--- src/rtl/dmch_defines.svh ---
// Constants for the digital-input module command and host watchdog block
// Contract
// - Protocol digit: 0 ASCII, 1 Modbus RTU
// - Store new protocol; applies next power-on
// - Accept replies !addr, reject replies ?addr
// - Broadcast host-OK restarts watchdog, no reply
// - Status code 00, 04, 80 or 84
// - Status kept nonvolatile; only clear command clears
// - Watchdog read: enable digit and tick count
// - Set watchdog: enable digit, ticks 01..FF
// - Expiry sets timeout status, LED flashes
// - After expiry read shows disabled, same interval
// - Clear command clears timeout, stops LED, accepts
// - Modbus variant boots stored protocol unless strap init
// - Strap init at power-on forces ASCII mode
// - Function 01 selects inputs, latch-high, latch-low
// - Function 01 reply: count 1, bitmap
// - Function 02 reply: count 1, input bitmap
// - Function 03: 2N bytes, saturating counters
// - Failure: function with top bit, exception code
`ifndef DMCH_DEFINES_SVH
`define DMCH_DEFINES_SVH

`define DMCH_CLK_PERIOD_NS 25
`define DMCH_TICK_NS 100000000
`define DMCH_FLASH_TICKS 5
`define DMCH_BOOT_WAIT 2'h2
`define DMCH_PROTO_ASCII 4'h0
`define DMCH_PROTO_MODBUS 4'h1
`define DMCH_DIGIT_OFF 4'h0
`define DMCH_DIGIT_ON 4'h1
`define DMCH_SS_EN_BIT 7
`define DMCH_SS_TO_BIT 2
`define DMCH_FC_COILS 8'h01
`define DMCH_FC_INPUTS 8'h02
`define DMCH_FC_COUNTS 8'h03
`define DMCH_FC_EXC_BIT 8'h80
`define DMCH_EXC_FUNC 8'h01
`define DMCH_EXC_ADDR 8'h02
`define DMCH_EXC_VALUE 8'h03
`define DMCH_BASE_DI 13'h0004
`define DMCH_BASE_LHI 13'h0008
`define DMCH_BASE_LLO 13'h000C
`define DMCH_BASE_CNT 13'h0000
`define DMCH_HOST_OK_REG 16'h3038
`define DMCH_MAX_QTY 17'h0_0008
`define DMCH_SAT_MAX 16'hFFFF
`define DMCH_BCAST_ADDR 8'h00

`endif

--- src/rtl/dmch_pkg.sv ---
// Types for the digital-input module command and host watchdog block
package dmch_pkg;

  typedef enum logic [2:0] {
    cmd_set_protocol,
    cmd_read_status,
    cmd_clear_status,
    cmd_read_wdog,
    cmd_set_wdog,
    cmd_host_ok
  } dmch_cmd_t;

endpackage : dmch_pkg

--- src/rtl/dmch_top.sv ---
// Command interpreter, host watchdog and Modbus read handling
`timescale 1ns/1ps
`include "dmch_defines.svh"
`default_nettype none

module dmch_top
  import dmch_pkg::*;
#(
  parameter int CHANNELS = 8,
  parameter bit MODBUS_VARIANT = 1'b1,
  parameter int TICK_CYCLES = `DMCH_TICK_NS / `DMCH_CLK_PERIOD_NS,
  parameter int FLASH_TICKS = `DMCH_FLASH_TICKS
)
(
  input wire logic sys_clk_in,
  input wire logic reset_in,
  input wire logic init_strap_n_in,
  input wire logic [7:0] di_in,
  input wire logic [7:0] module_address_in,
  input wire logic nv_protocol_in,
  input wire logic nv_wd_en_in,
  input wire logic [7:0] nv_wd_ticks_in,
  input wire logic nv_timeout_in,
  input wire logic ascii_valid_in,
  input wire dmch_cmd_t ascii_cmd_in,
  input wire logic [7:0] ascii_addr_in,
  input wire logic [3:0] ascii_digit_in,
  input wire logic [7:0] ascii_value_in,
  input wire logic mb_valid_in,
  input wire logic [7:0] mb_addr_in,
  input wire logic [7:0] mb_func_in,
  input wire logic [15:0] mb_start_in,
  input wire logic [15:0] mb_qty_in,
  output logic ready_out,
  output logic active_modbus_out,
  output logic rsp_valid_out,
  output logic rsp_modbus_out,
  output logic rsp_ok_out,
  output logic [7:0] rsp_addr_out,
  output logic [7:0] rsp_code_out,
  output logic [7:0] rsp_count_out,
  output logic [127:0] rsp_data_out,
  output logic nv_wr_out,
  output logic nv_protocol_out,
  output logic nv_wd_en_out,
  output logic [7:0] nv_wd_ticks_out,
  output logic nv_timeout_out,
  output logic led_out
);
  localparam int TICK_W = $clog2(TICK_CYCLES + 1);
  localparam int FLASH_W = $clog2(FLASH_TICKS + 1);
  // Picks qty channels starting at off, channel off lands in bit 0
  function automatic logic [7:0] sel_bits(input logic [7:0] src, input logic [2:0] off,
                                          input logic [15:0] qty);
    logic [7:0] mask;
    mask = 8'hFF >> (4'h8 - qty[3:0]);
    sel_bits = (src >> off) & mask;
  endfunction : sel_bits
  // Count from 1 to 8 and not past the last channel
  function automatic logic range_ok(input logic [2:0] off, input logic [15:0] qty);
    logic [16:0] last;
    last = {14'h0, off} + {1'b0, qty};
    range_ok = (qty != 16'h0) && (last <= `DMCH_MAX_QTY);
  endfunction : range_ok
  logic strap_s1_reg, strap_s2_reg, ready_reg, active_modbus_reg, protocol_reg;
  logic wd_en_reg, timeout_reg, led_reg, nv_wr_reg;
  logic rsp_valid_reg, rsp_modbus_reg, rsp_ok_reg;
  logic [1:0] boot_cnt_reg;
  logic [7:0] di_s1_reg, di_s2_reg, di_prev_reg, wd_ticks_reg, elapsed_reg;
  logic [7:0] latch_hi_reg, latch_lo_reg, rsp_addr_reg, rsp_code_reg, rsp_count_reg;
  logic [TICK_W-1:0] tick_cnt_reg;
  logic [FLASH_W-1:0] flash_cnt_reg;
  logic [15:0] cnt_reg [0:7];
  logic [127:0] rsp_data_reg;
  logic strap_init, tick, boot_load, ascii_take, ascii_mine, ascii_good, set_proto_ok;
  logic set_wdog_ok, clear_ok, mb_take, mb_reply, mb_host_ok, mb_exc, kick, expire;
  logic [7:0] mb_code, mb_count, status_code;
  logic [127:0] mb_data;
  assign strap_init = ~strap_s2_reg;
  assign boot_load = !ready_reg && (boot_cnt_reg == `DMCH_BOOT_WAIT);
  assign tick = (tick_cnt_reg == TICK_W'(TICK_CYCLES - 1));
  assign ascii_take = ready_reg && !active_modbus_reg && ascii_valid_in;
  assign ascii_mine = ascii_take && (ascii_cmd_in != cmd_host_ok)
                      && (ascii_addr_in == module_address_in);
  assign mb_take = ready_reg && active_modbus_reg && mb_valid_in;
  always_comb
  begin
    ascii_good = 1'b1;
    case (ascii_cmd_in)
      cmd_set_protocol:
        ascii_good = MODBUS_VARIANT && strap_init
                     && (ascii_digit_in == `DMCH_PROTO_ASCII
                         || ascii_digit_in == `DMCH_PROTO_MODBUS);
      cmd_set_wdog:
        ascii_good = (ascii_digit_in == `DMCH_DIGIT_OFF
                      || ascii_digit_in == `DMCH_DIGIT_ON)
                     && (ascii_value_in != 8'h00);
      default: ascii_good = 1'b1;
    endcase
  end
  assign set_proto_ok = ascii_mine && ascii_good && (ascii_cmd_in == cmd_set_protocol);
  assign set_wdog_ok = ascii_mine && ascii_good && (ascii_cmd_in == cmd_set_wdog);
  assign clear_ok = ascii_mine && (ascii_cmd_in == cmd_clear_status);
  assign kick = (ascii_take && ascii_cmd_in == cmd_host_ok) || mb_host_ok
                || set_wdog_ok;
  assign expire = tick && wd_en_reg && !kick && (wd_ticks_reg != 8'h00)
                  && (elapsed_reg == wd_ticks_reg - 8'h01);
  assign status_code = (8'(wd_en_reg) << `DMCH_SS_EN_BIT)
                       | (8'(timeout_reg) << `DMCH_SS_TO_BIT);
  always_comb
  begin
    mb_reply = 1'b0;
    mb_host_ok = 1'b0;
    mb_exc = 1'b0;
    mb_code = mb_func_in;
    mb_count = 8'h00;
    mb_data = 128'h0;
    if (mb_take && (mb_addr_in == `DMCH_BCAST_ADDR || mb_addr_in == module_address_in))
    begin
      mb_reply = (mb_addr_in != `DMCH_BCAST_ADDR);
      if (mb_func_in == `DMCH_FC_COILS)
      begin
        mb_count = 8'h01;
        if (mb_qty_in == 16'h0 || mb_qty_in > 16'h0008)
          mb_exc = 1'b1;
        else if (!range_ok(mb_start_in[2:0], mb_qty_in))
          mb_exc = 1'b1;
        else if (mb_start_in[15:3] == `DMCH_BASE_DI)
          mb_data[7:0] = sel_bits(di_s2_reg, mb_start_in[2:0], mb_qty_in);
        else if (mb_start_in[15:3] == `DMCH_BASE_LHI)
          mb_data[7:0] = sel_bits(latch_hi_reg, mb_start_in[2:0], mb_qty_in);
        else if (mb_start_in[15:3] == `DMCH_BASE_LLO)
          mb_data[7:0] = sel_bits(latch_lo_reg, mb_start_in[2:0], mb_qty_in);
        else
          mb_exc = 1'b1;
        if (mb_exc)
          mb_data[7:0] = (mb_qty_in == 16'h0 || mb_qty_in > 16'h0008) ?
                         `DMCH_EXC_VALUE : `DMCH_EXC_ADDR;
      end
      else if (mb_func_in == `DMCH_FC_INPUTS)
      begin
        mb_count = 8'h01;
        if (mb_qty_in == 16'h0 || mb_qty_in > 16'h0008)
        begin
          mb_exc = 1'b1;
          mb_data[7:0] = `DMCH_EXC_VALUE;
        end
        else if (mb_start_in[15:3] != `DMCH_BASE_CNT
                 || !range_ok(mb_start_in[2:0], mb_qty_in))
        begin
          mb_exc = 1'b1;
          mb_data[7:0] = `DMCH_EXC_ADDR;
        end
        else
          mb_data[7:0] = sel_bits(di_s2_reg, mb_start_in[2:0], mb_qty_in);
      end
      else if (mb_func_in == `DMCH_FC_COUNTS)
      begin
        if (mb_start_in == `DMCH_HOST_OK_REG)
        begin
          mb_host_ok = 1'b1;
          mb_reply = 1'b0;
        end
        else if (mb_qty_in == 16'h0 || mb_qty_in > 16'h0008)
        begin
          mb_exc = 1'b1;
          mb_data[7:0] = `DMCH_EXC_VALUE;
        end
        else if (mb_start_in[15:3] != `DMCH_BASE_CNT
                 || !range_ok(mb_start_in[2:0], mb_qty_in))
        begin
          mb_exc = 1'b1;
          mb_data[7:0] = `DMCH_EXC_ADDR;
        end
        else
        begin
          mb_count = {3'h0, mb_qty_in[3:0], 1'b0};
          for (int i = 0; i < 8; i++)
          begin
            if (mb_qty_in > 16'(i))
              mb_data[16*i +: 16] = {cnt_reg[3'(mb_start_in[2:0] + 3'(i))][7:0],
                                     cnt_reg[3'(mb_start_in[2:0] + 3'(i))][15:8]};
          end
        end
      end
      else
      begin
        mb_exc = 1'b1;
        mb_data[7:0] = `DMCH_EXC_FUNC;
      end
      if (mb_exc)
      begin
        mb_code = mb_func_in | `DMCH_FC_EXC_BIT;
        mb_count = 8'h00;
      end
    end
  end
  always_ff @(posedge sys_clk_in)
  begin
    if (reset_in)
    begin
      strap_s1_reg <= 1'b1;
      strap_s2_reg <= 1'b1;
      di_s1_reg <= 8'h00;
      di_s2_reg <= 8'h00;
    end
    else
    begin
      strap_s1_reg <= init_strap_n_in;
      strap_s2_reg <= strap_s1_reg;
      di_s1_reg <= di_in;
      di_s2_reg <= di_s1_reg;
    end
  end
  // Power-on sequencing and mode selection
  always_ff @(posedge sys_clk_in)
  begin
    if (reset_in)
    begin
      boot_cnt_reg <= 2'h0;
      ready_reg <= 1'b0;
      active_modbus_reg <= 1'b0;
    end
    else if (!ready_reg)
    begin
      boot_cnt_reg <= boot_cnt_reg + 2'h1;
      if (boot_load)
      begin
        ready_reg <= 1'b1;
        active_modbus_reg <= MODBUS_VARIANT && !strap_init
                             && nv_protocol_in;
      end
    end
  end
  // Stored protocol choice, only read back at the next power-on
  always_ff @(posedge sys_clk_in)
  begin
    if (reset_in)
      protocol_reg <= 1'b0;
    else if (boot_load)
      protocol_reg <= nv_protocol_in;
    else if (set_proto_ok)
      protocol_reg <= ascii_digit_in[0];
  end
  // Watchdog settings and timeout status
  always_ff @(posedge sys_clk_in)
  begin
    if (reset_in)
    begin
      wd_en_reg <= 1'b0;
      wd_ticks_reg <= 8'h00;
      timeout_reg <= 1'b0;
    end
    else if (boot_load)
    begin
      wd_en_reg <= nv_wd_en_in;
      wd_ticks_reg <= nv_wd_ticks_in;
      timeout_reg <= nv_timeout_in;
    end
    else
    begin
      if (set_wdog_ok)
      begin
        wd_en_reg <= ascii_digit_in[0];
        wd_ticks_reg <= ascii_value_in;
      end
      else if (expire)
        wd_en_reg <= 1'b0;
      if (expire)
        timeout_reg <= 1'b1;
      else if (clear_ok)
        timeout_reg <= 1'b0;
    end
  end
  // Tenth-second tick and elapsed tick count
  always_ff @(posedge sys_clk_in)
  begin
    if (reset_in || kick)
    begin
      tick_cnt_reg <= '0;
      elapsed_reg <= 8'h00;
    end
    else
    begin
      tick_cnt_reg <= tick ? '0 : tick_cnt_reg + TICK_W'(1);
      if (tick && wd_en_reg)
        elapsed_reg <= expire ? 8'h00 : elapsed_reg + 8'h01;
    end
  end
  // LED flashes while timeout status is set
  always_ff @(posedge sys_clk_in)
  begin
    if (reset_in || !timeout_reg)
    begin
      flash_cnt_reg <= '0;
      led_reg <= 1'b0;
    end
    else if (tick)
    begin
      if (flash_cnt_reg == FLASH_W'(FLASH_TICKS - 1))
      begin
        flash_cnt_reg <= '0;
        led_reg <= ~led_reg;
      end
      else
        flash_cnt_reg <= flash_cnt_reg + FLASH_W'(1);
    end
  end
  // Nonvolatile write strobe after any stored value changes
  always_ff @(posedge sys_clk_in)
  begin
    if (reset_in)
      nv_wr_reg <= 1'b0;
    else
      nv_wr_reg <= set_proto_ok || set_wdog_ok || expire || clear_ok;
  end
  // Latched inputs and saturating edge counters
  always_ff @(posedge sys_clk_in)
  begin
    if (reset_in)
    begin
      di_prev_reg <= 8'h00;
      latch_hi_reg <= 8'h00;
      latch_lo_reg <= 8'h00;
      for (int i = 0; i < 8; i++)
        cnt_reg[i] <= 16'h0000;
    end
    else
    begin
      di_prev_reg <= di_s2_reg;
      latch_hi_reg <= latch_hi_reg | (di_s2_reg & ~di_prev_reg);
      latch_lo_reg <= latch_lo_reg | (~di_s2_reg & di_prev_reg);
      for (int i = 0; i < 8; i++)
      begin
        if (di_s2_reg[i] && !di_prev_reg[i] && cnt_reg[i] != `DMCH_SAT_MAX)
          cnt_reg[i] <= cnt_reg[i] + 16'h0001;
      end
    end
  end
  always_ff @(posedge sys_clk_in)
  begin
    if (reset_in)
    begin
      rsp_valid_reg <= 1'b0;
      rsp_modbus_reg <= 1'b0;
      rsp_ok_reg <= 1'b0;
      rsp_addr_reg <= 8'h00;
      rsp_code_reg <= 8'h00;
      rsp_count_reg <= 8'h00;
      rsp_data_reg <= 128'h0;
    end
    else
    begin
      rsp_valid_reg <= ascii_mine || mb_reply;
      rsp_addr_reg <= module_address_in;
      if (ascii_mine)
      begin
        rsp_modbus_reg <= 1'b0;
        rsp_ok_reg <= ascii_good;
        rsp_count_reg <= 8'h00;
        rsp_data_reg <= {120'h0, wd_ticks_reg};
        if (ascii_cmd_in == cmd_read_status)
          rsp_code_reg <= status_code;
        else if (ascii_cmd_in == cmd_read_wdog)
          rsp_code_reg <= {7'h00, wd_en_reg};
        else
          rsp_code_reg <= 8'h00;
      end
      else
      begin
        rsp_modbus_reg <= 1'b1;
        rsp_ok_reg <= !mb_exc;
        rsp_code_reg <= mb_code;
        rsp_count_reg <= mb_count;
        rsp_data_reg <= mb_data;
      end
    end
  end
  assign ready_out = ready_reg;
  assign active_modbus_out = active_modbus_reg;
  assign rsp_valid_out = rsp_valid_reg;
  assign rsp_modbus_out = rsp_modbus_reg;
  assign rsp_ok_out = rsp_ok_reg;
  assign rsp_addr_out = rsp_addr_reg;
  assign rsp_code_out = rsp_code_reg;
  assign rsp_count_out = rsp_count_reg;
  assign rsp_data_out = rsp_data_reg;
  assign nv_wr_out = nv_wr_reg;
  assign nv_protocol_out = protocol_reg;
  assign nv_wd_en_out = wd_en_reg;
  assign nv_wd_ticks_out = wd_ticks_reg;
  assign nv_timeout_out = timeout_reg;
  assign led_out = led_reg;
endmodule : dmch_top

`default_nettype wire

--- config.mk ---
export PLATFORM = sky130hd
export DESIGN_NAME = dmch_top
export DESIGN_NICKNAME = d
export VERILOG_FILES = /design/src/rtl/dmch_pkg.sv /design/src/rtl/dmch_top.sv
export VERILOG_INCLUDE_DIRS = /design/src /design/src/rtl
export SDC_FILE = /design/constraint.sdc
export NUM_CORES = 1
export LEC_CHECK = 0
export BUFFER_PORTS_ARGS = -buffer_cell sky130_fd_sc_hd__buf_2
export CAP_MARGIN = 20
export CORE_MARGIN = 1
export CORE_UTILIZATION = 43
export CTS_CLUSTER_DIAMETER = 80
export DETAILED_ROUTE_END_ITERATION = 10
export PLACE_DENSITY = 0.67
export SKIP_LAST_GASP = 1
export SYNTH_ARGS = -nofsm -noshare
export SYNTH_HDL_FRONTEND = slang
export SYNTH_SLANG_ARGS = --single-unit
--- constraint.sdc ---
create_clock -name sys_clk_in -period 3.7 [get_ports sys_clk_in]
set_clock_uncertainty 0.1 [all_clocks]
set_input_delay 0.74 -clock sys_clk_in [delete_from_list [all_inputs] [get_ports sys_clk_in]]
set_output_delay 0.74 -clock sys_clk_in [all_outputs]
set_load 0.02 [all_outputs]
==> summary.txt <==
Critical path
  – Worst Setup Start Kind: input port
  – CP cell instances: buf_2 -> ha_1 -> fa_2 -> xor2_1 -> or3_1 -> o31ai_2 -> o211ai_2 -> or4b_1 -> or3_1 -> buf_12 -> a21oi_1
  – Number of buffer and inverter stages on the critical path: 2
  – Library cell appearing most often on the critical path: sky130_fd_sc_hd__or3_1
  – R2R Path End: nv_timeout_out$_SDFFE_PP0P_
  – Crit path capture type: register
  – Cell at the slowest stage of the critical path: sky130_fd_sc_hd__or4b_1
  – Biggest fanout along the worst timing path: 16
  – Worst reg2reg startpoint: tick_cnt_reg[10]$_SDFF_PP0_
  – Critical path required time: 4.10 ns
  – Kind of cell adding the most delay to the critical path: simple AND/OR/NAND/NOR gates
  – Kind of critical path: in2reg
  – Delay contributed by the slowest stage of the critical path: 0.56 ns
  – Worst Path Arrival: 3.73 ns
  – Register-to-Register Path Depth: 7
  – Slack of the worst reg-to-reg path: 0.95 ns

Logic synthesis
  – Async set-or-reset flop fraction in the synthesized netlist: 0%
  – Fraction of synthesized cell area in xor and xnor cells: 6.96%
  – Distinct cell type count of the synthesized netlist: 81
  – Cell types occupying the most area after synthesis: sky130_fd_sc_hd__dfxtp_1, sky130_fd_sc_hd__edfxtp_1, sky130_fd_sc_hd__mux4_2
  – Gate count after technology mapping: 2132
  – Mapped Avg Cell Area: 9.74 um^2
  – Dominant combinational cell family by area after synthesis: simple AND/OR/NAND/NOR gates
  – Ys flop type: sky130_fd_sc_hd__dfxtp_1
  – Compound-Gate Fraction of Synth Area: 8.68%
  – Cell area after technology mapping: 20800 um^2
  – Post-synthesis mux area share: 17.2%
  – Count of synthesis-stage warnings from yosys: 0
  – Sequential-to-total area share from yosys stat: 42.1%
  – Simple-gate portion of the synthesized area: 20.0%
  – Area fraction of the dominant cell type after synthesis: 23.5%
  – Cell type with the highest aggregate area in the netlist: sky130_fd_sc_hd__dfxtp_1
  – Count of flip-flops with a built-in enable after synthesis: 128
  – Yosys reg bits: 372
  – Adder and majority cell fraction of the synthesized area: 1.60%

Route
  – Average wire per cell in the routed design: 22.5 um
  – Via density: 5.88
  – Final routed DRC violation total: 0
  – Initial detailed-routing violation count: 1730
  – Routed Wire Length: 68000 um
  – Count of nets left with antenna violations after detail routing: 0
  – Router iterations before antenna repair: 6
  – Total number of vias: 17800

Place
  – Routability congestion estimate: 0.965
  – Total of buffers placed on input and output ports: 269
  – Worst slack at placement: -0.196 ns
  – Final HPWL DP: 51500 um

Job
  – Max-Cap Viols: 0

Timing
  – Setup WS post-layout: 0.370 ns
  – Final worst path period share: 90.0%
  – Sum of negative setup slack: 0 ns
  – Unrepaired setup endpoints after global routing: no
  – Remaining max-slew budget at the tightest pin: 30.3%
  – Period minus WS final: 3.33 ns
  – Highest achievable clock rate: 300 MHz
  – Pins Over Slew Limit: 0
  – Worst Tran Pin Value: 1.05 ns
  – Final setup vio count: 0
  – Count of endpoints failing hold in the final timing report: 0
  – Worst hold slack: 0.273 ns

Min path
  – Hold Crit Depth: 2
  – Source of the worst hold timing path: init_strap_n_in
  – Worst hold path type: in2reg
  – Worst min-delay path endpoint: strap_s1_reg$_SDFF_PP1_

Clock network
  – Number of sinks driven by the clock tree: 372
  – Count of H-tree levels built during CTS: 2
  – Master cell of the clock root buffer: sky130_fd_sc_hd__clkbuf_16
  – CTS max path bufs: 3
  – Clock latency on the worst-skew pair: 0.58 ns
  – Total CTS buffers: 42
  – Setup fix buffers added after clock tree synthesis: 0
  – CTS tree: yes
  – Clock transition at the registers of the reported paths: 0.06 ns
  – Count of hold-fix buffers inserted at cts: 0
  – Number of resized instances in the post-cts repair step: 0

Floorplanning
  – Total core area: 47600 um^2
  – Effective utilization at floorplan: 43.6%
  – Die X: 222 um
  – Number of I/O pins: 273
  – Die footprint: 49200 um^2
  – Number of standard-cell rows in the floorplan: 80
  – Die boundary height: 222 um

GRT
  – Global route overflow: 0
  – Global-route wire length before repair: 104000 um
  – Antenna violations before repair: 2
  – Total routing usage reported by global routing: 27.6%
  – Maximum number of pins on one net before global-route repair: 161
  – Number of global-route vias before repair: 17100

Run status
  – Run status: finished clean

Final layout
  – Area Overhead vs Synth: 17.2%
  – Layout fillers: 4374
  – Final net count: 2500
  – Share of final-layout standard cells stronger than drive strength 1: 24.0%

Power and ir drop
  – Peak VDD IR: 0.356 mV
  – Static leakage: 9.36 nW
  – Power per cell area: 446 nW/um^2
## logic make-up after synthesis
| logic type | Yosys count |
|---|---|
| compound gates | 304 |
| other cells | 1 |
| fa+ha+maj | 26 |
| xor+xnor | 165 |
| simple gates | 901 |
| buf+inv | 181 |
| flops | 372 |
| mux | 182 |
## cell usage after synthesis, types with 4 or more instances
cell type / count
sky130_fd_sc_hd__clkbuf_1: 100
sky130_fd_sc_hd__a211oi_1: 4
sky130_fd_sc_hd__nand3_1: 83
sky130_fd_sc_hd__a21oi_2: 10
sky130_fd_sc_hd__nor2_1: 250
sky130_fd_sc_hd__nand2_1: 339
sky130_fd_sc_hd__a21oi_1: 174
sky130_fd_sc_hd__o22ai_1: 5
sky130_fd_sc_hd__a221o_1: 4
sky130_fd_sc_hd__buf_2: 14
sky130_fd_sc_hd__ha_1: 25
sky130_fd_sc_hd__nand4_1: 25
sky130_fd_sc_hd__o211ai_1: 6
sky130_fd_sc_hd__or3_1: 20
sky130_fd_sc_hd__o21ai_0: 44
sky130_fd_sc_hd__edfxtp_1: 128
sky130_fd_sc_hd__xnor2_1: 79
sky130_fd_sc_hd__o21ai_1: 5
sky130_fd_sc_hd__nand4b_1: 4
sky130_fd_sc_hd__nor3_1: 27
sky130_fd_sc_hd__nor4_1: 10
sky130_fd_sc_hd__a31oi_1: 6
sky130_fd_sc_hd__mux4_2: 139
sky130_fd_sc_hd__mux2i_1: 38
sky130_fd_sc_hd__and3_1: 43
sky130_fd_sc_hd__nor2b_1: 40
sky130_fd_sc_hd__buf_1: 13
sky130_fd_sc_hd__nand2b_1: 11
sky130_fd_sc_hd__dfxtp_1: 244
sky130_fd_sc_hd__xor2_1: 86
sky130_fd_sc_hd__and4_1: 5
sky130_fd_sc_hd__inv_1: 48
sky130_fd_sc_hd__mux2_2: 5
sky130_fd_sc_hd__and2_1: 9
sky130_fd_sc_hd__nand3b_1: 5
sky130_fd_sc_hd__or2_2: 6
sky130_fd_sc_hd__or4_1: 7
## per-stage QoR
step / cells / util (%) / instance area (um^2) / total power [mW]
finish: 3021 / 51.1 / 24300 / 10.9
detailed placement: 2942 / 48.1 / 22900 / 6.64
floorplan: 2134 / - / 20800 / 5.97
global placement: 2942 / 48.1 / 22900 / 6.59
CTS: 3019 / 51.1 / 24300 / 10.9
global route: 3020 / 51.1 / 24300 / 11.3
## report_power, final
group          total [mW]  switching (mW)  internal [mW]
sequential           4.74           0.325           4.42
combinational        1.84            1.05          0.782
clock                4.29            1.76           2.52
total                10.9            3.14           7.72
## final cells by class
cell class / count / area [um^2] / share of cell area (%)
clock buffers: 63 / 1270 / 5.22
clock inverters: 14 / 133 / 0.545
repair buffers: 325 / 1870 / 7.67
multi-input cells: 1581 / 11400 / 46.8
inverters: 49 / 184 / 0.756
well taps: 615 / 769 / 3.16
diodes: 2 / 5.00 / 0.0206
flip-flops and latches: 372 / 8730 / 35.9
## layer usage
metal  up-vias  GRT usage (%)  part of all wire [%]
met4         0           12.5                   4.7
met3       136           4.96                   8.2
met5         -              0                     0
met2       902           45.0                    47
li1       8084              -                     -
met1      8645           35.8                    40
## layout by cell type (no fill, tap or decap), types with 9 or more instances in the layout
cell,count
sky130_fd_sc_hd__nand2b_1,11
sky130_fd_sc_hd__inv_1,48
sky130_fd_sc_hd__xnor2_1,76
sky130_fd_sc_hd__a21oi_2,10
sky130_fd_sc_hd__edfxtp_1,128
sky130_fd_sc_hd__nor3_1,27
sky130_fd_sc_hd__nand3_1,83
sky130_fd_sc_hd__mux4_2,139
sky130_fd_sc_hd__or3_1,20
sky130_fd_sc_hd__xor2_1,83
sky130_fd_sc_hd__buf_2,266
sky130_fd_sc_hd__clkbuf_16,45
sky130_fd_sc_hd__and2_1,9
sky130_fd_sc_hd__mux2i_1,38
sky130_fd_sc_hd__ha_1,24
sky130_fd_sc_hd__dfxtp_1,244
sky130_fd_sc_hd__nor2_1,250
sky130_fd_sc_hd__nand4_1,25
sky130_fd_sc_hd__nor4_1,10
sky130_fd_sc_hd__nor2b_1,40
sky130_fd_sc_hd__clkbuf_1,9
sky130_fd_sc_hd__buf_4,51
sky130_fd_sc_hd__o21ai_0,44
sky130_fd_sc_hd__a21oi_1,174
sky130_fd_sc_hd__and3_1,43
sky130_fd_sc_hd__nand2_1,339
## worst max path at each step
| stage | start | endpoint | slack [ns] | cells past startpoint |
|---|---|---|---|---|
| 2_1_floorplan | mb_start_in[0] | rsp_data_out[101]$_SDFF_PP0_ | 0.04 | 11 |
| 3_3_place_gp | mb_qty_in[0] | rsp_data_out[99]$_SDFF_PP0_ | -0.15 | 11 |
| 3_5_place_dp | mb_qty_in[0] | rsp_data_out[98]$_SDFF_PP0_ | -0.20 | 11 |
| 4_1_cts | mb_qty_in[0] | rsp_data_out[98]$_SDFF_PP0_ | 0.40 | 11 |
| 5_1_grt | mb_qty_in[0] | rsp_data_out[97]$_SDFF_PP0_ | 0.24 | 11 |
| 6_report | mb_qty_in[0] | rsp_data_out[98]$_SDFF_PP0_ | 0.37 | 11 |
(Power assumes the default switching activity.)
